[src/verilog/lpbt_consts.vh]
// Constants for the LED pulse and breathe timing block
// Summary of operation
// - Period fields are seven bits; each count is 32 ms of period.
// - Zero acts as one (32 ms); 7Fh gives 4064 ms.
// - Pulse one period register resets to 20h, 1024 ms.
// - Bit 7 of pulse one period chooses start on press or on release.
// - Pulse two period register resets to 14h, 640 ms; bit 7 unused.
// - Breathe period register resets to 5Dh, 2976 ms; bit 7 unused.
// - Behaviour code 01b, 10b, 11b picks pulse one, pulse two, breathe period.
// - Periods below 160 ms run at the shortest achievable period.
// - Ramp alert bit set: alert output asserts when a host-driven LED finishes.
// - Only host-actuated activity raises completion alerts, never touch activity.
// - Config bits 5..3: pulse two breath count, n gives n+1.
// - Config bits 2..0: pulse one breath count, n gives n+1.
// - Config register resets to 04h.
// - Each pulse ramps min to max and back within one period.
// - Pulse two repeats while started; on stop runs set count then rests.
// - Breathe ramps up and down each take half the period.
`ifndef LPBT_CONSTS_VH
`define LPBT_CONSTS_VH

// ************************************************************
// Register map
// ************************************************************
`define LPBT_ADDR_P1        8'h84
`define LPBT_ADDR_P2        8'h85
`define LPBT_ADDR_BR        8'h86
`define LPBT_ADDR_CFG       8'h88
`define LPBT_RST_P1         8'h20
`define LPBT_RST_P2         8'h14
`define LPBT_RST_BR         8'h5D
`define LPBT_RST_CFG        8'h04

// ************************************************************
// Field positions
// ************************************************************
`define LPBT_RELEASE_BIT    7
`define LPBT_ALERT_BIT      6
`define LPBT_CNT2_MSB       5
`define LPBT_CNT2_LSB       3
`define LPBT_CNT1_MSB       2
`define LPBT_CNT1_LSB       0
`define LPBT_PER_MSB        6

// ************************************************************
// Behaviour codes
// ************************************************************
`define LPBT_MODE_DIRECT    2'h0
`define LPBT_MODE_PULSE1    2'h1
`define LPBT_MODE_PULSE2    2'h2
`define LPBT_MODE_BREATHE   2'h3

// ************************************************************
// Timing
// ************************************************************
`define LPBT_CLK_HZ         40000000
`define LPBT_TIME_BASE_MS   1
`define LPBT_MS_CYCLES      ((`LPBT_CLK_HZ / 1000) * `LPBT_TIME_BASE_MS)
`define LPBT_STEP_MS        32
`define LPBT_RAMP_STEPS     32
`define LPBT_MIN_PERIOD_MS  160
`define LPBT_MIN_PER        7'h05
`define LPBT_RAMP_LAST      5'h1F

`endif

[src/verilog/lpbt_tick.v]
// Millisecond time base prescaler for the LED timing block
module lpbt_tick
#(
   parameter TICK_CYCLES = 40000
)
(
   input  wire        clk_i,
   input  wire        rst_n_i,
   output reg         tick_o
);

   reg  [23:0] cnt_r;

   always @(posedge clk_i or negedge rst_n_i)
   begin
      if (!rst_n_i)
      begin
         cnt_r  <= 24'h000000;
         tick_o <= 1'b0;
      end
      else if (cnt_r == TICK_CYCLES[23:0] - 24'h000001)
      begin
         cnt_r  <= 24'h000000;
         tick_o <= 1'b1;
      end
      else
      begin
         cnt_r  <= cnt_r + 24'h000001;
         tick_o <= 1'b0;
      end
   end

endmodule

[src/verilog/lpbt_top.v]
// LED pulse and breathe timing engine with its period and config registers
`include "lpbt_consts.vh"

module lpbt_top
#(
   parameter MS_CYCLES = `LPBT_MS_CYCLES,
   parameter CHANNELS  = 3
)
(
   input  wire                  clk_i,
   input  wire                  rst_n_i,
   input  wire [7:0]            reg_addr_i,
   input  wire                  reg_wr_i,
   input  wire [7:0]            reg_wdata_i,
   input  wire                  reg_rd_i,
   output reg  [7:0]            reg_rdata_o,
   input  wire [2*CHANNELS-1:0] led_behaviour_select_i,
   input  wire [CHANNELS-1:0]   led_linked_i,
   input  wire [CHANNELS-1:0]   touch_i,
   input  wire [CHANNELS-1:0]   led_drive_i,
   output wire [CHANNELS-1:0]   led_pwm_o,
   output wire [CHANNELS-1:0]   led_busy_o,
   output wire                  alert_n_o
);

   localparam ST_IDLE = 2'b01;
   localparam ST_RUN  = 2'b10;

   // ************************************************************
   // Registers
   // ************************************************************
   reg  [7:0]          pulse_one_period_r;
   reg  [6:0]          pulse_two_period_r;
   reg  [6:0]          breathe_period_r;
   reg  [6:0]          led_behaviour_config_r;
   reg                 alert_r;
   reg  [3:0]          pwm_cnt_r;
   wire                ms_tick;
   wire [CHANNELS-1:0] done_host;

   wire                pulse_start_on_release = pulse_one_period_r[`LPBT_RELEASE_BIT];
   wire [6:0]          pulse_one_period_field = pulse_one_period_r[`LPBT_PER_MSB:0];
   wire                ramp_alert             = led_behaviour_config_r[`LPBT_ALERT_BIT];
   wire [2:0]          pulse_two_breath_count =
      led_behaviour_config_r[`LPBT_CNT2_MSB:`LPBT_CNT2_LSB];
   wire [2:0]          pulse_one_breath_count =
      led_behaviour_config_r[`LPBT_CNT1_MSB:`LPBT_CNT1_LSB];

   // Period in milliseconds per ramp step for a behaviour code
   function [6:0] lpbt_per;
      input [1:0] mode;
      input [6:0] p1;
      input [6:0] p2;
      input [6:0] pb;
      reg   [6:0] raw;
      begin
         case (mode)
            `LPBT_MODE_PULSE1: raw = p1;
            `LPBT_MODE_PULSE2: raw = p2;
            default:           raw = pb;
         endcase
         if (raw == 7'h00)
            raw = 7'h01;
         // Short periods cannot resolve the full ramp, so they are held at the floor
         if (raw < `LPBT_MIN_PER)
            raw = `LPBT_MIN_PER;
         lpbt_per = raw;
      end
   endfunction

   always @(posedge clk_i or negedge rst_n_i)
   begin
      if (!rst_n_i)
      begin
         pulse_one_period_r     <= `LPBT_RST_P1;
         pulse_two_period_r     <= 7'h14;
         breathe_period_r       <= 7'h5D;
         led_behaviour_config_r <= 7'h04;
      end
      else if (reg_wr_i)
      begin
         case (reg_addr_i)
            `LPBT_ADDR_P1:  pulse_one_period_r     <= reg_wdata_i;
            `LPBT_ADDR_P2:  pulse_two_period_r     <= reg_wdata_i[6:0];
            `LPBT_ADDR_BR:  breathe_period_r       <= reg_wdata_i[6:0];
            `LPBT_ADDR_CFG: led_behaviour_config_r <= reg_wdata_i[6:0];
            default:        pulse_one_period_r     <= pulse_one_period_r;
         endcase
      end
   end

   // Read data registered; unused bit 7 and unmapped addresses read zero
   always @(posedge clk_i or negedge rst_n_i)
   begin
      if (!rst_n_i)
         reg_rdata_o <= 8'h00;
      else if (reg_rd_i)
      begin
         case (reg_addr_i)
            `LPBT_ADDR_P1:  reg_rdata_o <= pulse_one_period_r;
            `LPBT_ADDR_P2:  reg_rdata_o <= {1'b0, pulse_two_period_r};
            `LPBT_ADDR_BR:  reg_rdata_o <= {1'b0, breathe_period_r};
            `LPBT_ADDR_CFG: reg_rdata_o <= {1'b0, led_behaviour_config_r};
            default:        reg_rdata_o <= 8'h00;
         endcase
      end
   end

   // ************************************************************
   // Alert: held until the config register is read; a new event wins
   // ************************************************************
   always @(posedge clk_i or negedge rst_n_i)
   begin
      if (!rst_n_i)
         alert_r <= 1'b0;
      else if (ramp_alert && (|done_host))
         alert_r <= 1'b1;
      else if (reg_rd_i && (reg_addr_i == `LPBT_ADDR_CFG))
         alert_r <= 1'b0;
   end

   assign alert_n_o = ~alert_r;

   // ************************************************************
   // Time base and PWM carrier
   // ************************************************************
   lpbt_tick #(
      .TICK_CYCLES (MS_CYCLES)
   ) u_tick (
      .clk_i   (clk_i),
      .rst_n_i (rst_n_i),
      .tick_o  (ms_tick)
   );

   always @(posedge clk_i or negedge rst_n_i)
   begin
      if (!rst_n_i)
         pwm_cnt_r <= 4'h0;
      else
         pwm_cnt_r <= pwm_cnt_r + 4'h1;
   end

   // ************************************************************
   // Channel engines
   // ************************************************************
   genvar g;
   generate
      for (g = 0; g < CHANNELS; g = g + 1)
      begin : gen_chan
         reg  [1:0] state_r;
         reg  [1:0] mode_r;
         reg  [6:0] per_r;
         reg  [6:0] ms_cnt_r;
         reg  [4:0] sub_r;
         reg  [2:0] left_r;
         reg        stop_r;
         reg        act_r;
         reg        host_r;
         reg        done_r;
         reg        pwm_r;
         wire [1:0] mode = led_behaviour_select_i[2*g+1:2*g];
         wire       act  = led_linked_i[g] ? touch_i[g] : led_drive_i[g];
         wire       rise = act & ~act_r;
         wire       fall = ~act & act_r;
         wire       p1_start = pulse_start_on_release ? fall : rise;
         wire       start =
            ((mode == `LPBT_MODE_PULSE1) && p1_start) ||
            (((mode == `LPBT_MODE_PULSE2) || (mode == `LPBT_MODE_BREATHE)) && rise);
         wire       step_end = ms_tick && (ms_cnt_r == per_r - 7'h01);
         wire       breath_end = step_end && (sub_r == `LPBT_RAMP_LAST);
         // Rising half first, falling half second, equal step counts
         wire [3:0] ramp_lvl = sub_r[4] ? ~sub_r[3:0] : sub_r[3:0];
         wire [3:0] lvl =
            state_r[1] ? ramp_lvl :
            ((mode == `LPBT_MODE_DIRECT) && act) ? 4'hF : 4'h0;

         always @(posedge clk_i or negedge rst_n_i)
         begin
            if (!rst_n_i)
            begin
               state_r  <= ST_IDLE;
               mode_r   <= `LPBT_MODE_DIRECT;
               per_r    <= 7'h01;
               ms_cnt_r <= 7'h00;
               sub_r    <= 5'h00;
               left_r   <= 3'h0;
               stop_r   <= 1'b0;
               act_r    <= 1'b0;
               host_r   <= 1'b0;
               done_r   <= 1'b0;
               pwm_r    <= 1'b0;
            end
            else
            begin
               act_r  <= act;
               done_r <= 1'b0;
               pwm_r  <= (lvl > pwm_cnt_r);
               case (state_r)
                  ST_IDLE:
                  begin
                     ms_cnt_r <= 7'h00;
                     sub_r    <= 5'h00;
                     stop_r   <= 1'b0;
                     if (start)
                     begin
                        state_r <= ST_RUN;
                        mode_r  <= mode;
                        per_r   <= lpbt_per(mode, pulse_one_period_field,
                                            pulse_two_period_r, breathe_period_r);
                        host_r  <= ~led_linked_i[g];
                        left_r  <= pulse_one_breath_count;
                     end
                  end
                  ST_RUN:
                  begin
                     if ((mode_r == `LPBT_MODE_BREATHE) && fall)
                     begin
                        state_r <= ST_IDLE;
                        done_r  <= 1'b1;
                     end
                     else
                     begin
                        if (step_end)
                        begin
                           ms_cnt_r <= 7'h00;
                           sub_r    <= sub_r + 5'h01;
                        end
                        else if (ms_tick)
                           ms_cnt_r <= ms_cnt_r + 7'h01;
                        if (breath_end && ((mode_r == `LPBT_MODE_PULSE1) || stop_r))
                        begin
                           if (left_r == 3'h0)
                           begin
                              state_r <= ST_IDLE;
                              done_r  <= 1'b1;
                           end
                           else
                              left_r <= left_r - 3'h1;
                        end
                        // Stop while pulsing: the breath under way is the first of the tail
                        if ((mode_r == `LPBT_MODE_PULSE2) && fall && !stop_r)
                        begin
                           stop_r <= 1'b1;
                           left_r <= pulse_two_breath_count;
                        end
                     end
                  end
                  default:
                     state_r <= ST_IDLE;
               endcase
            end
         end

         assign done_host[g]  = done_r & host_r;
         assign led_pwm_o[g]  = pwm_r;
         assign led_busy_o[g] = state_r[1];
      end
   endgenerate

endmodule

[config.mk]
export PLATFORM = sky130hd
export DESIGN_NAME = lpbt_top
export DESIGN_NICKNAME = d
export VERILOG_FILES = /design/src/verilog/lpbt_tick.v /design/src/verilog/lpbt_top.v
export VERILOG_INCLUDE_DIRS = /design/src /design/src/verilog
export SDC_FILE = /design/constraint.sdc
export NUM_CORES = 1
export LEC_CHECK = 0
export ABC_AREA = 1
export BUFFER_PORTS_ARGS = -buffer_cell sky130_fd_sc_hd__clkbuf_2
export CAP_MARGIN = 5
export CORE_ASPECT_RATIO = 1.2
export CORE_MARGIN = 5
export CORE_UTILIZATION = 53
export CTS_CLUSTER_SIZE = 8
export DETAILED_ROUTE_END_ITERATION = 12
export PLACE_DENSITY = 0.7
export SKIP_CTS_REPAIR_TIMING = 1
export SYNTH_ARGS = -nofsm -noshare
export SYNTH_HDL_FRONTEND = slang
export SYNTH_HIERARCHICAL = 1
export SYNTH_SLANG_ARGS = --single-unit
[constraint.sdc]
create_clock -name clk_i -period 4.92 [get_ports clk_i]
set_input_delay 0.492 -clock clk_i [delete_from_list [all_inputs] [get_ports clk_i]]
set_output_delay 0.492 -clock clk_i [all_outputs]
set_load 0.01 [all_outputs]
==> reports/results.ini <==
[clocking]
max-clock-path-buffers = 2
htreeDepth = 4
insertion_delay_ps = 430
numCtsBuffers = 17
cts_sinks = 160
cts-root-buf = clkbuf_16
path_clk_slew_ps = 60
cts_tree = built

[floorplanning]
die_height_um = 161.3
die_area_um2 = 21940
die_w_um = 136.0
row_count = 55
core_area_um2 = 18790
pin_count = 50
start_util = 0.5379

[synthesis]
synth_nets = 1430
syn_area_um2 = 10100
syn_area_per_cell_um2 = 7.491
yosysTopAreaCell = dfrtp_1
syn_inst = 1349
synth_edf_count = 0
synth_top_area_share = 0.3591
yosys_most_used_dff = dfrtp_1
synth_seq_cells = 160
synth_warnings = 6
async_reset_ff_frac = 1.000
yosysUniqueCellTypes = 47
synth_area_leaders = dfrtp_1, nand2_1, inv_1, ha_1, o21ai_0
yosysSeqAreaShare = 0.3981

[global_route]
track_usage = 0.2295
grt_pass1_wl_mm = 40.50
grt.overflow.total = 0
first_global_vias = 8401
antenna_found_initial = 0
grt_max_degree = 101

[power_and_ir_drop]
seq_power_share = 0.387
p_int_mw = 2.782
irDropWorstVdd_mv = 0.2787
combPwrFrac = 0.295
power.share.clock = 0.318
p_sw_mw = 1.547
finalPower_mw = 4.329
power_density_nw_per_um2 = 388.9
sw_frac_of_total = 0.3574
power.leakage_nw = 5.621

[timing]
setup_violations = 0
skew_ps = 9.841
holdWs_ps = 151.1
worst_slew_pin_slew_ps = 944.8
fin_crit_sh = 0.4458
setup_ws_ps = 2727
max_freq_mhz = 456.0
maxSlewViolCount = 0
fin_setup_tns_ps = 0
rsz0062_at_grt = no
max_slew_margin = 0.3701
hold_viol_final = 0
post-route-min-period_ps = 2193

[finish]
syn_to_final_growth_pct = 10.18
drive_gt1_frac = 0.1269
fin_nets = 1479
regArea_um2 = 4023
instances_no_fill = 1667
fillers = 1750
multi_input_comb_area_um2 = 5130
n_antenna_cell = 0

[place]
placed_cells = 1635
gp_congestion = 0.9224
portBuffers = 49
dp_slack_ps = 2639
dp_hpwl_mm = 18.30

[route]
wirelength_mm = 24.28
route.detailed.drc = 0
wl_per_cell_um = 14.57
vias = 8737
ant_nets = 0
drt-pass1-iter-count = 5
drt_iter0_markers = 607
vias_per_cell = 5.241

[setup_path]
r2r-end = gen_chan[0].sub_r[1]$_DFFE_PN0P_
startpoint_type = flop
cp.required_ps = 5270
arrival_ps = 2540
end_kind = flop
critical_path_class = reg -> reg
r2r_cells = 8
timing.rr.start = gen_chan[0].state_r[0]$_DFFE_PN1P_
ff2ff_setup_slack_ps = 2730
cp_max_fo = 15

[status]
outcome = completed

[hold_path]
min_path_type = in -> async

[run]
cap_violations = 0

==> power groups by stage <==
| stage | sequential [mW] | combinational, mW | clock, mW |
|---|---|---|---|
| global placement | 1.69 | 1.23 | 0 |
| detailed placement | 1.70 | 1.27 | 0 |
| floorplan | 1.65 | 1.04 | 0 |
| CTS | 1.67 | 1.28 | 1.40 |
| finish | 1.68 | 1.28 | 1.37 |
| global route | 1.70 | 1.47 | 1.46 |
==> final cells by class <==
class                   count  share of cell area
well taps                 256             0.02877
clock inverters            11             0.01394
clock buffers              21             0.04046
inverters                 210             0.07080
repair buffers             51             0.02394
multi-input cells         958              0.4608
flip-flops and latches    160              0.3613
==> stage by stage <==
stage | utilization | cell area [um^2]
floorplan | - | 10100
global placement | 0.5604 | 10530
detailed placement | 0.5604 | 10530
CTS | 0.5926 | 11130
global route | 0.5926 | 11130
finish | 0.5926 | 11130
==> kinds of logic after synthesis <==
kind of cell	synth area share
and+or+nand+nor	0.2894
xor gates and xnor gates	0.03207
AOI/OAI and AO/OA	0.1293
buffers and inverters	0.09423
DFF	0.3981
adders and majority gates	0.05696
==> layout by cell type, fill, tap and decap left out, types with 17 or more instances in the layout <==
master,instances
nand2_1,350
clkbuf_16,17
o22ai_1,26
clkbuf_2,48
xor2_1,23
nand3_1,89
o21ai_1,28
dfrtp_1,145
nor2_1,112
a21oi_1,35
ha_1,46
inv_1,195
o21ai_0,96
==> cell usage after synthesis, drive strengths merged, types with 15 or more instances <==
cell type    n
o22ai       26
buf         17
nor3        15
nand2      367
dfrtp      145
inv        208
ha          46
dfstp       15
nand3       91
xor2        23
o21ai      133
nor2       137
a21oi       38
==> flip-flops by register name (all words and copies together) (netlist names), 4 cells and up <==
name                    flops
pulse_one_period_r          8
gen_chan.mode_r             6
led_behaviour_config_r      7
gen_chan.left_r             9
u_tick/cnt_r               24
breathe_period_r            7
pwm_cnt_r                   4
gen_chan.sub_r             15
reg_rdata_o                 8
gen_chan.ms_cnt_r          21
gen_chan.per_r             21
gen_chan.state_r            6
pulse_two_period_r          7
==> critical path, stage by stage (launching register included) <==
cell and delay [ps]:
dfstp_2 550, inv_1 50, ha_1 340, inv_1 360, nor2_1 130, nand3b_4 230
nor2_8 270, nand3_1 120, o21ai_1 90
==> worst max-delay path by stage <==
stage / startpoint / end / slack (ps) / cells past startpoint
detailed placement: led_behaviour_select_i[2] / gen_chan[1].state_r[1]$_DFFE_PN0P_ / 2640 / 9
global route: gen_chan[1].per_r[0]$_DFFE_PN1P_ / gen_chan[1].sub_r[0]$_DFFE_PN0P_ / 2520 / 14
finish: gen_chan[0].state_r[0]$_DFFE_PN1P_ / gen_chan[0].sub_r[1]$_DFFE_PN0P_ / 2730 / 8
CTS: gen_chan[0].per_r[0]$_DFFE_PN1P_ / gen_chan[0].sub_r[1]$_DFFE_PN0P_ / 2720 / 11
global placement: led_linked_i[1] / gen_chan[1].state_r[1]$_DFFE_PN0P_ / 2650 / 11
floorplan: gen_chan[1].per_r[0]$_DFFE_PN1P_ / gen_chan[1].sub_r[2]$_DFFE_PN0P_ / 2950 / 15
==> layer usage <==
metal  routed length [um]  vias up  share of wire  global-route usage
met1                11040     4032           0.45              0.3102
met3                 1200       54          0.049             0.05171
met4                  751        0          0.031             0.08662
met2                11290      221           0.46              0.3603
li1                     -     4430              -                   -
met5                    0        -              0                   0
Note: power is estimated with default switching activity, not from simulation.
